<file path="src/pkg/cgm_regs.svh">
// Purpose: register offsets, field positions, reset values and counts
// Assumes: 8-bit register port, 3-bit byte address
// Notes:   definitions only
`ifndef CGM_REGS_SVH
`define CGM_REGS_SVH

// ----------------------------------------------------------------------
// register offsets
// ----------------------------------------------------------------------
`define CGM_OFS_CTRL          3'h0
`define CGM_OFS_MODE_STATUS   3'h1
`define CGM_OFS_OSC_STABLE    3'h2
`define CGM_OFS_FILT_UPPER    3'h3
`define CGM_OFS_FILT_LOWER    3'h4
`define CGM_OFS_TRIM          3'h5

// ----------------------------------------------------------------------
// field positions
// ----------------------------------------------------------------------
`define CGM_MODESEL_LSB       0
`define CGM_DIV_LSB           2
`define CGM_OSCKEEP_BIT       5
`define CGM_XTAL_BIT          6
`define CGM_MODESTATE_LSB     6
`define CGM_LOSS_BIT          2
`define CGM_EXTOK_BIT         1
`define CGM_STABLE_BIT        0

// ----------------------------------------------------------------------
// reset values
// ----------------------------------------------------------------------
`define CGM_CTRL_RESET        7'h00
`define CGM_FILT_RESET        12'h200
`define CGM_TRIM_RESET        8'h80

// ----------------------------------------------------------------------
// counts and thresholds
// ----------------------------------------------------------------------
`define CGM_XTAL_COUNT        13'h1000
`define CGM_LATCH_CYCLES      2'h2
`define CGM_STATIC_LIMIT      5'h10
`define CGM_UNLOCK_THRESH     8'h08

`endif

</file>
<file path="src/pkg/cgm_pkg.sv">
// Purpose: shared types of the clock generator mode control
// Assumes: constants live in cgm_regs.svh
// Notes:   no imports; users write cgm_pkg::name
package cgm_pkg;

  // mode select / mode state codes
  typedef enum logic [1:0] {
    SEL_SELF     = 2'h0,
    SEL_LOOP_INT = 2'h1,
    SEL_BYP_EXT  = 2'h2,
    SEL_LOOP_EXT = 2'h3
  } cgm_mode_t;

  // software control register
  typedef struct packed {
    logic      crystalSel;
    logic      oscKeep;
    logic [2:0] divCode;
    cgm_mode_t modeSelect;
  } cgm_ctrl_t;

  // stop handshake from the cpu side
  typedef struct packed {
    logic stopReq;
    logic debugEn;
    logic wakeIrq;
  } cgm_stop_t;

  // internal operating states
  typedef enum logic [2:0] {
    ST_OFF, ST_HOLD, ST_SCM, ST_FEI, ST_FBE, ST_FEE, ST_WAITX
  } cgm_state_t;

endpackage

</file>
<file path="src/verilog/cgm_mode_ctrl.sv">
// Purpose: mode sequencing, filter, trim and stop control of the
//          clock generator
// Assumes: loop lock, reference and loss flags come from same-clock logic;
//          xtalClkMon and oscClkMon are asynchronous
// Notes:   analog frequency effects are controlled codes, not modelled
//
// Our own choices: the register offsets and the address-and-strobe port.
`timescale 1ns/1ps
`include "cgm_regs.svh"

// Operation
// - stable flag sets after two in-range samples with a toggling oscillator
// - stable flag clears when entering off
// - leaving off with loop mode selected waits for stable flag
// - self-clocked mode monitors oscillator loss only once stable
// - filter readable always, writable only with mode select 00
// - filter is 12 bits; upper write loads the whole value
// - upper write ignored while an earlier latch is still running
// - larger trim lengthens reference period, smaller shortens it
// - stop without exceptions halts all clocks, off state
// - debug enabled keeps all clocks running through stop
// - oscillator keep runs generators but gates the chip clock feed
// - interrupt exit from stop keeps control bits, resumes feed
// - interrupt exit from off in external loop mode runs self-clocked first
// - interrupt exit from off in bypass mode holds output off until reference stable
// - reset restores defaults except trim, self-clocked at default filter
// - crystal needs 4096 crystal clocks before external reference is used
// - self-clocked after reset, off exit not 10, or select X1 to 00
// - external mode falls back to self-clocked when reference lost
// - self-clocked keeps loop open, oscillator on, output divided
// - self-clocked filter writes set the oscillator frequency
// - self-clocked entry keeps frequency; doubles from unlocked ext loop
// - off exit with 01 or 11 waits stable then closes the loop
// - mode codes 00 self, 01 internal loop, 10 bypass, 11 external loop
// - divider code 000 divides by 1, each step doubles
module cgm_mode_ctrl (
  // clock and resets
  input  wire logic               clk,
  input  wire logic               resetn,
  input  wire logic               porResetn,
  // register port
  input  wire logic [2:0]         regAddr,
  input  wire logic [7:0]         regWrData,
  input  wire logic               regWr,
  input  wire logic               regRd,
  output logic      [7:0]         regRdData,
  // cpu stop handshake
  input  wire cgm_pkg::cgm_stop_t stopIn,
  // loop and reference status
  input  wire logic               sampleValid,
  input  wire logic signed [7:0]  countErr,
  input  wire logic               loopLocked,
  input  wire logic               extRefOkFlag,
  input  wire logic               clockLossFlag,
  // asynchronous clock monitors
  input  wire logic               oscClkMon,
  input  wire logic               xtalClkMon,
  // oscillator and clock path controls
  output logic      [11:0]        loopFilterValue,
  output logic      [7:0]         trimCode,
  output logic                    oscRun,
  output logic                    extRefRun,
  output logic                    loopClosed,
  output logic                    useExtRef,
  output logic                    chipClkEn,
  output logic                    outClkEn,
  output logic      [3:0]         outDivShift,
  output logic                    oscMonEn,
  output logic                    oscStableFlag,
  output logic      [1:0]         modeState
);

  cgm_pkg::cgm_ctrl_t  ctrl_q;
  cgm_pkg::cgm_state_t state_q;
  cgm_pkg::cgm_state_t state_d;
  cgm_pkg::cgm_state_t saved_q;
  logic [7:0]          lowerStage_q;
  logic [1:0]          latchCnt_q;
  logic                feeLockedOnce_q;
  logic                xS1_q;
  logic                xS2_q;
  logic                xS3_q;
  logic [12:0]         xtalCnt_q;
  logic                xtalDone;
  logic                extUsable;
  logic                extLost;
  logic                inStop;
  logic                offEnter;
  logic                wrCtrl;
  logic [7:0]          rdMux;

  // state to reported mode code
  function automatic logic [1:0] modeCode(cgm_pkg::cgm_state_t s);
    logic [1:0] c;
    c = 2'h0;
    unique case (s)
      cgm_pkg::ST_FEI:   c = 2'h1;
      cgm_pkg::ST_FBE:   c = 2'h2;
      cgm_pkg::ST_WAITX: c = 2'h2;
      cgm_pkg::ST_FEE:   c = 2'h3;
      cgm_pkg::ST_OFF,
      cgm_pkg::ST_HOLD,
      cgm_pkg::ST_SCM:   c = 2'h0;
    endcase
    return c;
  endfunction

  // ----------------------------------------------------------------------
  // stability detector
  // ----------------------------------------------------------------------
  cgm_stable_det uStable (
    .clk         (clk),
    .resetn      (resetn),
    .sampleValid (sampleValid),
    .countErr    (countErr),
    .oscClkMon   (oscClkMon),
    .offEnter    (offEnter),
    .stable      (oscStableFlag)
  );

  // ----------------------------------------------------------------------
  // crystal start-up count
  // ----------------------------------------------------------------------
  always_ff @(posedge clk or negedge resetn) begin
    if (!resetn) begin
      xS1_q <= 1'b0;
      xS2_q <= 1'b0;
      xS3_q <= 1'b0;
    end else begin
      xS1_q <= xtalClkMon;
      xS2_q <= xS1_q;
      xS3_q <= xS2_q;
    end
  end

  // crystal edges are counted at system clock rate, so the crystal
  // must run below half of clk for the count to be exact
  always_ff @(posedge clk or negedge resetn) begin
    if (!resetn) begin
      xtalCnt_q <= 13'h0000;
    end else if (offEnter || !ctrl_q.crystalSel) begin
      xtalCnt_q <= 13'h0000;
    end else if (!xtalDone && xS2_q && !xS3_q) begin
      xtalCnt_q <= xtalCnt_q + 13'h0001;
    end
  end

  assign xtalDone  = (xtalCnt_q == `CGM_XTAL_COUNT);
  assign extUsable = extRefOkFlag && (!ctrl_q.crystalSel || xtalDone);
  assign extLost   = !extRefOkFlag && clockLossFlag;
  assign inStop    = stopIn.stopReq && !stopIn.debugEn;
  assign offEnter  = (state_d == cgm_pkg::ST_OFF) &&
                     (state_q != cgm_pkg::ST_OFF);
  assign wrCtrl    = regWr && (regAddr == `CGM_OFS_CTRL);

  // ----------------------------------------------------------------------
  // mode sequencing
  // ----------------------------------------------------------------------
  always_comb begin
    state_d = state_q;
    unique case (state_q)
      cgm_pkg::ST_OFF: begin
        if (stopIn.wakeIrq) begin
          if (ctrl_q.modeSelect == cgm_pkg::SEL_BYP_EXT) begin
            state_d = extUsable ? cgm_pkg::ST_FBE : cgm_pkg::ST_WAITX;
          end else begin
            state_d = cgm_pkg::ST_SCM;
          end
        end
      end
      cgm_pkg::ST_HOLD: begin
        if (stopIn.wakeIrq) begin
          state_d = saved_q;
        end
      end
      cgm_pkg::ST_WAITX: begin
        if (extLost || ctrl_q.modeSelect != cgm_pkg::SEL_BYP_EXT) begin
          state_d = cgm_pkg::ST_SCM;
        end else if (extUsable) begin
          state_d = cgm_pkg::ST_FBE;
        end
      end
      cgm_pkg::ST_SCM, cgm_pkg::ST_FEI, cgm_pkg::ST_FBE,
      cgm_pkg::ST_FEE: begin
        unique case (ctrl_q.modeSelect)
          cgm_pkg::SEL_SELF: state_d = cgm_pkg::ST_SCM;
          cgm_pkg::SEL_LOOP_INT: begin
            state_d = oscStableFlag ? cgm_pkg::ST_FEI : cgm_pkg::ST_SCM;
          end
          cgm_pkg::SEL_BYP_EXT: begin
            if (extLost) begin
              state_d = cgm_pkg::ST_SCM;
            end else if (extUsable) begin
              state_d = cgm_pkg::ST_FBE;
            end else if (state_q != cgm_pkg::ST_FBE) begin
              state_d = cgm_pkg::ST_SCM;
            end
          end
          cgm_pkg::SEL_LOOP_EXT: begin
            if (extLost) begin
              state_d = cgm_pkg::ST_SCM;
            end else if (state_q == cgm_pkg::ST_FEE && clockLossFlag) begin
              state_d = cgm_pkg::ST_FBE;
            end else if (oscStableFlag && extUsable) begin
              state_d = cgm_pkg::ST_FEE;
            end else if (state_q != cgm_pkg::ST_FEE) begin
              state_d = cgm_pkg::ST_SCM;
            end
          end
        endcase
      end
    endcase
    // stop overrides everything except the stop states themselves
    if (inStop && state_q != cgm_pkg::ST_OFF &&
        state_q != cgm_pkg::ST_HOLD) begin
      state_d = ctrl_q.oscKeep ? cgm_pkg::ST_HOLD : cgm_pkg::ST_OFF;
    end
  end

  always_ff @(posedge clk or negedge resetn) begin
    if (!resetn) begin
      state_q <= cgm_pkg::ST_SCM;
    end else begin
      state_q <= state_d;
    end
  end

  // state to return to when a held stop ends
  always_ff @(posedge clk or negedge resetn) begin
    if (!resetn) begin
      saved_q <= cgm_pkg::ST_SCM;
    end else if (state_d == cgm_pkg::ST_HOLD &&
                 state_q != cgm_pkg::ST_HOLD) begin
      saved_q <= state_q;
    end
  end

  // tracks whether the external loop has locked since it was entered
  always_ff @(posedge clk or negedge resetn) begin
    if (!resetn) begin
      feeLockedOnce_q <= 1'b0;
    end else if (state_q != cgm_pkg::ST_FEE) begin
      feeLockedOnce_q <= 1'b0;
    end else if (loopLocked) begin
      feeLockedOnce_q <= 1'b1;
    end
  end

  // ----------------------------------------------------------------------
  // control register
  // ----------------------------------------------------------------------
  // resetn clears control bits; stop alone never does
  always_ff @(posedge clk or negedge resetn) begin
    if (!resetn) begin
      ctrl_q <= `CGM_CTRL_RESET;
    end else if (wrCtrl) begin
      ctrl_q.modeSelect <= cgm_pkg::cgm_mode_t'(
        regWrData[`CGM_MODESEL_LSB +: 2]);
      ctrl_q.divCode    <= regWrData[`CGM_DIV_LSB +: 3];
      ctrl_q.oscKeep    <= regWrData[`CGM_OSCKEEP_BIT];
      ctrl_q.crystalSel <= regWrData[`CGM_XTAL_BIT];
    end else if (state_q == cgm_pkg::ST_SCM && state_d == cgm_pkg::ST_SCM
                 && ctrl_q.modeSelect[1] && extLost) begin
      // fallback is reflected in the select field
      ctrl_q.modeSelect <= cgm_pkg::SEL_SELF;
    end
  end

  // ----------------------------------------------------------------------
  // loop filter
  // ----------------------------------------------------------------------
  always_ff @(posedge clk or negedge resetn) begin
    if (!resetn) begin
      lowerStage_q <= 8'(`CGM_FILT_RESET);
    end else if (regWr && regAddr == `CGM_OFS_FILT_LOWER &&
                 ctrl_q.modeSelect == cgm_pkg::SEL_SELF) begin
      lowerStage_q <= regWrData;
    end
  end

  // the latch window keeps a second upper write from tearing the value
  // while the oscillator is still settling onto the first
  always_ff @(posedge clk or negedge resetn) begin
    if (!resetn) begin
      loopFilterValue <= `CGM_FILT_RESET;
      latchCnt_q      <= 2'h0;
    end else begin
      if (latchCnt_q != 2'h0) begin
        latchCnt_q <= latchCnt_q - 2'h1;
      end
      if (regWr && regAddr == `CGM_OFS_FILT_UPPER &&
          ctrl_q.modeSelect == cgm_pkg::SEL_SELF &&
          latchCnt_q == 2'h0) begin
        loopFilterValue <= {regWrData[3:0], lowerStage_q};
        latchCnt_q      <= `CGM_LATCH_CYCLES;
      end
    end
  end

  // ----------------------------------------------------------------------
  // trim, kept across every reset but power-on
  // ----------------------------------------------------------------------
  always_ff @(posedge clk or negedge porResetn) begin
    if (!porResetn) begin
      trimCode <= `CGM_TRIM_RESET;
    end else if (regWr && regAddr == `CGM_OFS_TRIM) begin
      trimCode <= regWrData;
    end
  end

  // ----------------------------------------------------------------------
  // clock path controls
  // ----------------------------------------------------------------------
  always_ff @(posedge clk or negedge resetn) begin
    if (!resetn) begin
      oscRun      <= 1'b1;
      extRefRun   <= 1'b0;
      loopClosed  <= 1'b0;
      useExtRef   <= 1'b0;
      chipClkEn   <= 1'b1;
      outClkEn    <= 1'b1;
      outDivShift <= 4'h0;
      oscMonEn    <= 1'b0;
      modeState   <= 2'h0;
    end else begin
      oscRun     <= state_d != cgm_pkg::ST_OFF &&
                    state_d != cgm_pkg::ST_FBE &&
                    state_d != cgm_pkg::ST_WAITX;
      extRefRun  <= (state_d != cgm_pkg::ST_OFF) &&
                    (ctrl_q.modeSelect[1] || state_d == cgm_pkg::ST_HOLD);
      loopClosed <= state_d == cgm_pkg::ST_FEI ||
                    state_d == cgm_pkg::ST_FEE;
      useExtRef  <= state_d == cgm_pkg::ST_FBE ||
                    state_d == cgm_pkg::ST_FEE;
      chipClkEn  <= state_d != cgm_pkg::ST_OFF &&
                    state_d != cgm_pkg::ST_HOLD;
      outClkEn   <= state_d != cgm_pkg::ST_OFF &&
                    state_d != cgm_pkg::ST_HOLD &&
                    state_d != cgm_pkg::ST_WAITX;
      outDivShift <= {1'b0, ctrl_q.divCode} +
                     {3'h0, (state_d == cgm_pkg::ST_FEE &&
                             !feeLockedOnce_q)};
      oscMonEn   <= (state_d == cgm_pkg::ST_SCM) ? oscStableFlag :
                    (state_d == cgm_pkg::ST_FEI ||
                     state_d == cgm_pkg::ST_FEE);
      modeState  <= (state_d == cgm_pkg::ST_OFF ||
                     state_d == cgm_pkg::ST_HOLD) ? modeCode(saved_q)
                                                  : modeCode(state_d);
    end
  end

  // ----------------------------------------------------------------------
  // register read
  // ----------------------------------------------------------------------
  always_comb begin
    rdMux = 8'h00;
    unique case (regAddr)
      `CGM_OFS_CTRL:        rdMux = {1'b0, ctrl_q};
      `CGM_OFS_MODE_STATUS: begin
        rdMux[`CGM_MODESTATE_LSB +: 2] = modeState;
        rdMux[`CGM_LOSS_BIT]           = clockLossFlag;
        rdMux[`CGM_EXTOK_BIT]          = extRefOkFlag;
      end
      `CGM_OFS_OSC_STABLE:  rdMux[`CGM_STABLE_BIT] = oscStableFlag;
      `CGM_OFS_FILT_UPPER:  rdMux = {4'h0, loopFilterValue[11:8]};
      `CGM_OFS_FILT_LOWER:  rdMux = loopFilterValue[7:0];
      `CGM_OFS_TRIM:        rdMux = trimCode;
      default:              rdMux = 8'h00;
    endcase
  end

  always_ff @(posedge clk or negedge resetn) begin
    if (!resetn) begin
      regRdData <= 8'h00;
    end else if (regRd) begin
      regRdData <= rdMux;
    end else begin
      regRdData <= 8'h00;
    end
  end

endmodule // cgm_mode_ctrl

</file>
<file path="src/verilog/cgm_stable_det.sv">
// Purpose: oscillator-stable flag from count error samples and activity
// Assumes: oscClkMon comes from the oscillator domain
// Notes:   flag drops at once when the generator enters off
`timescale 1ns/1ps
`include "cgm_regs.svh"

module cgm_stable_det (
  // clock and reset
  input  wire logic              clk,
  input  wire logic              resetn,
  // loop samples
  input  wire logic              sampleValid,
  input  wire logic signed [7:0] countErr,
  input  wire logic              oscClkMon,
  // control
  input  wire logic              offEnter,
  // result
  output logic                   stable
);

  logic       monS1_q;
  logic       monS2_q;
  logic       monS3_q;
  logic [4:0] idleCnt_q;
  logic       inRangeLast_q;
  logic       inRange;
  logic       toggling;

  // ----------------------------------------------------------------------
  // activity monitor
  // ----------------------------------------------------------------------
  always_ff @(posedge clk or negedge resetn) begin
    if (!resetn) begin
      monS1_q <= 1'b0;
      monS2_q <= 1'b0;
      monS3_q <= 1'b0;
    end else begin
      monS1_q <= oscClkMon;
      monS2_q <= monS1_q;
      monS3_q <= monS2_q;
    end
  end

  // a stuck clock saturates the idle count and reads as static
  always_ff @(posedge clk or negedge resetn) begin
    if (!resetn) begin
      idleCnt_q <= `CGM_STATIC_LIMIT;
    end else if (monS2_q != monS3_q) begin
      idleCnt_q <= 5'h00;
    end else if (idleCnt_q != `CGM_STATIC_LIMIT) begin
      idleCnt_q <= idleCnt_q + 5'h01;
    end
  end

  assign toggling = (idleCnt_q != `CGM_STATIC_LIMIT);
  assign inRange  = (countErr <= $signed(`CGM_UNLOCK_THRESH)) &&
                    (countErr >= -$signed(`CGM_UNLOCK_THRESH));

  // ----------------------------------------------------------------------
  // two consecutive good samples
  // ----------------------------------------------------------------------
  always_ff @(posedge clk or negedge resetn) begin
    if (!resetn) begin
      inRangeLast_q <= 1'b0;
      stable        <= 1'b0;
    end else if (offEnter) begin
      inRangeLast_q <= 1'b0;
      stable        <= 1'b0;
    end else begin
      if (sampleValid) begin
        inRangeLast_q <= inRange;
        if (inRange && inRangeLast_q && toggling) begin
          stable <= 1'b1;
        end
      end
      if (!toggling) begin
        stable <= 1'b0;
      end
    end
  end

endmodule // cgm_stable_det

</file>
<file path="config.mk">
export PLATFORM = sky130hd
export DESIGN_NAME = cgm_mode_ctrl
export DESIGN_NICKNAME = d
export VERILOG_FILES = /design/src/pkg/cgm_pkg.sv /design/src/verilog/cgm_mode_ctrl.sv /design/src/verilog/cgm_stable_det.sv
export VERILOG_INCLUDE_DIRS = /design/src /design/src/pkg
export SDC_FILE = /design/constraint.sdc
export NUM_CORES = 1
export LEC_CHECK = 0
export BUFFER_PORTS_ARGS = -buffer_cell sky130_fd_sc_hd__buf_2
export CORE_MARGIN = 2
export CORE_UTILIZATION = 60
export CTS_BUF_LIST = sky130_fd_sc_hd__clkbuf_4 sky130_fd_sc_hd__clkbuf_8 sky130_fd_sc_hd__clkbuf_16
export DETAILED_ROUTE_END_ITERATION = 10
export PLACE_DENSITY = 0.85
export SLEW_MARGIN = 20
export SYNTH_ARGS = -nofsm -noshare
export SYNTH_HDL_FRONTEND = slang
export SYNTH_SLANG_ARGS = --single-unit
</file>
<file path="constraint.sdc">
create_clock -name clk -period 7.6 [get_ports clk]
set_clock_uncertainty 0.1 [all_clocks]
set_input_delay 0.38 -clock clk [delete_from_list [all_inputs] [get_ports clk]]
set_output_delay 0.38 -clock clk [all_outputs]
set_load 0.02 [all_outputs]
</file>
; ---- Yosys cells after proc, flatten, opt, wreduce, memory -nomap -nowiden
; Index checks and enable logic that the tools add are counted.
[word_totals]
word_cells = 182
memories = 0
mem_bits_ro = 0
register_bits = 91
mem_bits_rw = 0
latchBits = 0
out_inout_bits = 42
[op_classes]
shift = 0
n_mul = 0
n_addsub = 4
div = 0
reduce_logical = 64
bitwise = 0
muxes = 43
order_cmp = 2
eq_ne = 38
[ops]
columns = cell, count
row1 = $mux W3, 13
row2 = $pmux W3 S4, 3
row3 = $eq A3 B3 Y1 const B, 11
row4 = $logic_and A1 B1 Y1, 30
row5 = $mux W13, 2
row6 = $eq A3 B2 Y1 const B, 8
row7 = $pmux W2 S4, 3
row8 = $ne A3 B3 Y1 const B, 6
row9 = $reduce_bool A2 Y1, 7
row10 = $add A13 B1 Y13 const B, 1
row11 = $eq A13 B13 Y1 const B, 1
row12 = $eq A3 B1 Y1 const B, 4
row13 = $logic_not A3 Y1, 4
row14 = $mux W2, 6
row15 = $mux W1, 11
row16 = $mux W5, 2
row17 = $pmux W2 S5, 1
row18 = $ge A8 B4 Y1 const B, 1
row19 = $le A8 B5 Y1 const B, 1
row20 = $mux W8, 1
row21 = $logic_or A1 B1 Y1, 7
row22 = $logic_not A1 Y1, 6
row23 = $ne A3 B1 Y1 const B, 2
row24 = $reduce_bool A3 Y1, 2
row25 = other kinds (14), 18

; ---- Depth between registers and ports, before layout
[depth]
ltp_word = 16
mapped_depth = 13
depth_no_buf = 12

; ---- Hierarchy
; A second synthesis with hierarchy kept.
[hier_totals]
cells_unflattened = 383
hier_area_um2 = 4414.2
[by_module_without_submodules]
columns = module, n_inst, seq_area_each_um2, cells_each, area_each_um2
row1 = cgm_mode_ctrl, 1, 2035.7, 344, 3967.6
row2 = cgm_stable_det, 1, 251.5, 39, 446.7

; ---- Worst setup path before layout
; Ideal clock, no wire load.
[synth_timing]
path_type = register to register
startpoint = register xtalCnt_q[0]
endpoint = register outDivShift[2]
n_path_buf = 1
setup_time_ns = 0.079
t_arrival_ns = 2.581
path_stages_with_launch = 13
period_less_slack_ns = 2.760
path_slack_ns = 4.840
path_cell_list = dfrtp_1 > inv_1 > ha_1 > nor4b_2 > a31oi_1 > or4_1 > a31o_2 > and2_1 > buf_2 > nor3b_1 > ha_1 > ha_1 > xor2_1
[synth_between]
elab_chain_len = 13
word_cells_on_any_way = 20
[synth_rtl]
columns = item, line
row1 = "start, declared", cgm_mode_ctrl.sv:83  ; logic [12:0] xtalCnt_q;
row2 = "start signal, assigned", cgm_mode_ctrl.sv:144  ; xtalCnt_q <= xtalCnt_q + 13'h0001;
row3 = $eq A13 B13 Y1 (no line) *, -
row4 = $logic_or A1 B1 Y1 *, cgm_mode_ctrl.sv:149  ; assign extUsable = extRefOkFlag && (!ctrl_q.crystalSel || xtalDone);
row5 = $logic_and A1 B1 Y1 *, cgm_mode_ctrl.sv:149
row6 = $logic_and A1 B1 Y1, cgm_mode_ctrl.sv:204  ; end else if (oscStableFlag && extUsable) begin
row7 = $mux W3, cgm_mode_ctrl.sv:204
row8 = $mux W3, cgm_mode_ctrl.sv:202  ; end else if (state_q == cgm_pkg::ST_FEE && clockLossFlag) begin
row9 = $mux W3, cgm_mode_ctrl.sv:200  ; if (extLost) begin
row10 = $pmux W3 S4, cgm_mode_ctrl.sv:185  ; unique case (ctrl_q.modeSelect)
row11 = $pmux W3 S4 *, cgm_mode_ctrl.sv:161  ; unique case (state_q)
row12 = $mux W3 *, cgm_mode_ctrl.sv:214  ; if (inStop && state_q != cgm_pkg::ST_OFF &&
row13 = $eq A3 B3 Y1 *, cgm_mode_ctrl.sv:341  ; {3'h0, (state_d == cgm_pkg::ST_FEE &&
row14 = $logic_and A1 B1 Y1 *, cgm_mode_ctrl.sv:341
row15 = $add A3 B1 Y4 *, cgm_mode_ctrl.sv:340  ; outDivShift <= {1'b0, ctrl_q.divCode} +
row16 = "end signal, assigned", cgm_mode_ctrl.sv:340
row17 = "end, declared", cgm_mode_ctrl.sv:67  ; output logic [3:0] outDivShift,
; Mark *: on every way between the ends. The rest lies on a longest branch, timed or not.
; A chain may end at the register's enable or synchronous reset.

; ---- Worst setup path after layout
; Ends and elaborated chain as after synthesis.

==> run metrics <==
Leak Pwr approximately 2.3 nW; synthesized flop and latch total a little over 90; Rows 30; final hold vios 67; gpl congestion 0.950; register area share after synthesis 53.5%; CTS tree done; status finished, violations left; Vias 3,152; fin. max-slew vios 0; failing checks negative hold slack; Tmin final 3.21 ns; asr flop ratio synth 100%; Die Y 88.4 um; first-pass GRT wire length about 16 mm; WL per Instance ~17 um; Setup crit end kind flip-flop; ys flop type dfrtp_1; Crit path required time just under 8 ns; largest net degree at the start of global routing 84; number of remaining DRC errors 0; DP HPWL approximately 6.6 mm; RSZ-0062 raised after global routing no; count of buffers from port buffering 74; io pins 75; core box area a little under 7000 um2; Clk pin slew, worst setup/hold paths roughly 0.090 ns; Clk Latency, worst-skew pair 0.35 ns; nets ~480; die area approximately 7800 um2; setup violators final 0; GRT Residual Overflow 0; TNS Setup 0 ns; worst min path class in -> async; Root Buffer clkbuf_8; max cap viols 0; Crit Path Max Fanout 9; Worst path most repeated cell ha_1; Post-synth EDFFs 0; WP data arrival roughly 3.3 ns; peak supply drop ~0.20 mV; CP Class reg -> reg; Syn Nets a little over 400; Ys Warns 0; vias per std cell approximately 5.8; count of cell types in the netlist 54; Rel. slew slack 35.4%; H-tree levels 3; Highest Clock Rate between 300 and 400 MHz; antenna violations before repair 0; Mapped Cells approximately 370; Pwr Density 334 nW/um2; CP max stage delay between 0.4 and 0.5 ns; Die X-Extent approximately 88 um; DR iter-0 viols 187; slowest CP cell o31a_1; syn_area_per_cell approximately 11 um2; Pre-antenna DRT Iters 4; Initial Utilization between 60% and 70%; fin crit share between 40% and 50%; clk sinks 91; # diodes 0; Cell Area, Synth roughly 4300 um2; Worst Hold Slack -0.0559 ns; clock buffer depth 2; post-CTS sizing 0; total global-route track usage a little over a quarter; crit start category flip-flop; worst-path cell chain inv_1 > ha_1 > nor4b_2 > a31oi_1 > o31ai_1 > a22oi_1 > o31a_1 > nor2b_1 > nor3b_1 > ha_1 > ha_1 > xor2_1; vias in the first global route just over 3,000; Core Util, Final 72.2%; Routed WL 9.29 mm; Worst-Margin Slew 0.966 ns; Syn-to-layout area delta 15.4%; CTS Buf Count 9; layout cells sized above 1 35.4%; Final ANT Viol Nets 0
flip-flops by register name (all words and copies together), names as in the netlist, 2 cells and up:
name               flops
modeState              2
state_q                3
ctrl_q                 7
lowerStage_q           8
loopFilterValue       12
regRdData              8
saved_q                3
outDivShift            4
xtalCnt_q             13
uStable.idleCnt_q      5
trimCode               8
latchCnt_q             2
what timing repair did:
action                    in CTS  in global routing
hold endpoints to repair       8                  0
hold buffers                   1                  0
setup buffers                  0                  0
layout make-up:
| class | instances | area [um2] |
|---|---|---|
| Clock buffer | 12 | 153 |
| Clock inverter | 4 | 73.8 |
| Fill cell | 513 | 1900 |
| Inverter | 15 | 56.3 |
| Multi-Input combinational cell | 252 | 1860 |
| Sequential cell | 91 | 2290 |
| Tap cell | 96 | 120 |
| Timing Repair Buffer | 75 | 387 |
synthesized netlist by cell type (7+ instances only):
library cell	number	area share, %
ha_1	7	2.0
nor2_1	25	2.2
nor2_2	11	1.6
dfstp_2	8	4.9
nor2b_1	8	1.2
xnor2_1	8	1.6
mux2_2	39	10
inv_1	15	1.3
clkbuf_1	10	0.88
xor2_1	10	2.0
nand3_1	13	1.5
nand2_1	25	2.2
a21oi_1	9	1.1
a22oi_1	8	1.4
o21ai_0	9	1.1
dfrtp_1	83	49
mux2i_1	8	1.9
metal layers:
| layer | track usage, % | wire [um] | part of all wire, % |
|---|---|---|---|
| met5 | 0 | 0 | 0 |
| met4 | 9.23 | 116 | 1.2 |
| met3 | 6.25 | 502 | 5.4 |
| met2 | 40.8 | 4520 | 49 |
| met1 | 36.0 | 4150 | 45 |
cell families (layout without fill, tap and decap cells):
logic type | after synthesis | in the layout | synth area share, %
AO/OA/AOI/OAI | 55 | 55 | 9.16
AND/OR/NAND/NOR | 124 | 124 | 15.9
flip-flops | 91 | 91 | 53.5
multiplexers | 48 | 48 | 12.7
XOR/XNOR | 18 | 18 | 3.69
adder cells (fa/ha/maj) | 7 | 7 | 2.05
buffers and inverters | 30 | 106 | 3.04
power by group:
group	switching [mW]	total (mW)	internal [mW]	leakage, nW
clock	0.163	0.365	0.202	0.117
combinational	0.329	0.557	0.228	1.06
sequential	0.106	0.726	0.620	1.16
total	0.598	1.65	1.05	2.33
worst max-delay path: cells and delay by family, from the launching register on:
kind                     cells  cell delay (ns)
XOR/XNOR                     1             0.14
flip-flops                   1             0.42
AND/OR/NAND/NOR              3             0.44
adder cells (fa/ha/maj)      3             0.59
AO/OA/AOI/OAI                4             1.34
buffers and inverters        1             0.06
cell usage in the layout, fill, tap and decap left out, types with 7 or more instances in the layout:
master / n
nor2_1: 25
nand3_1: 13
mux2i_1: 8
a21oi_1: 9
ha_1: 7
buf_2: 73
dfstp_2: 8
xnor2_1: 8
mux2_2: 39
o21ai_0: 9
nor2b_1: 8
clkbuf_8: 10
nor2_2: 11
a22oi_1: 8
inv_1: 15
dfrtp_1: 83
xor2_1: 10
nand2_1: 25
stage by stage:
| stage | total power, mW | area (um2) | worst slack [ns] | instances |
|---|---|---|---|---|
| 2_1_floorplan | 1.13 | 4270 | 4.84 | 373 |
| 3_3_place_gp | 1.27 | 4690 | 4.55 | 528 |
| 3_5_place_dp | 1.29 | 4690 | 4.43 | 528 |
| 4_1_cts | 1.66 | 4930 | 4.39 | 545 |
| 5_1_grt | 1.75 | 4930 | 4.18 | 545 |
| 6_report | 1.65 | 4930 | 4.39 | 545 |
final timing paths:
kind                                          startpoint                          endpoint  slack [ns]  cells after the start
max in group asynchronous                      porResetn           trimCode[7]$_DFFE_PN1P_        6.83                      2
worst max register to register  xtalCnt_q[0]$_DFFE_PN0P_          outDivShift[2]$_DFF_PN0_        4.39                     12
min in group clk                               oscClkMon         uStable.monS1_q$_DFF_PN0_        0.03                      1
worst min-delay path                              resetn  uStable.idleCnt_q[2]$_DFFE_PN0P_       -0.06                      1
worst max-delay path            xtalCnt_q[0]$_DFFE_PN0P_          outDivShift[2]$_DFF_PN0_        4.39                     12
worst min register to register           xS1_q$_DFF_PN0_                   xS2_q$_DFF_PN0_        0.26                      0
Power figures use the tool's default switching activity.
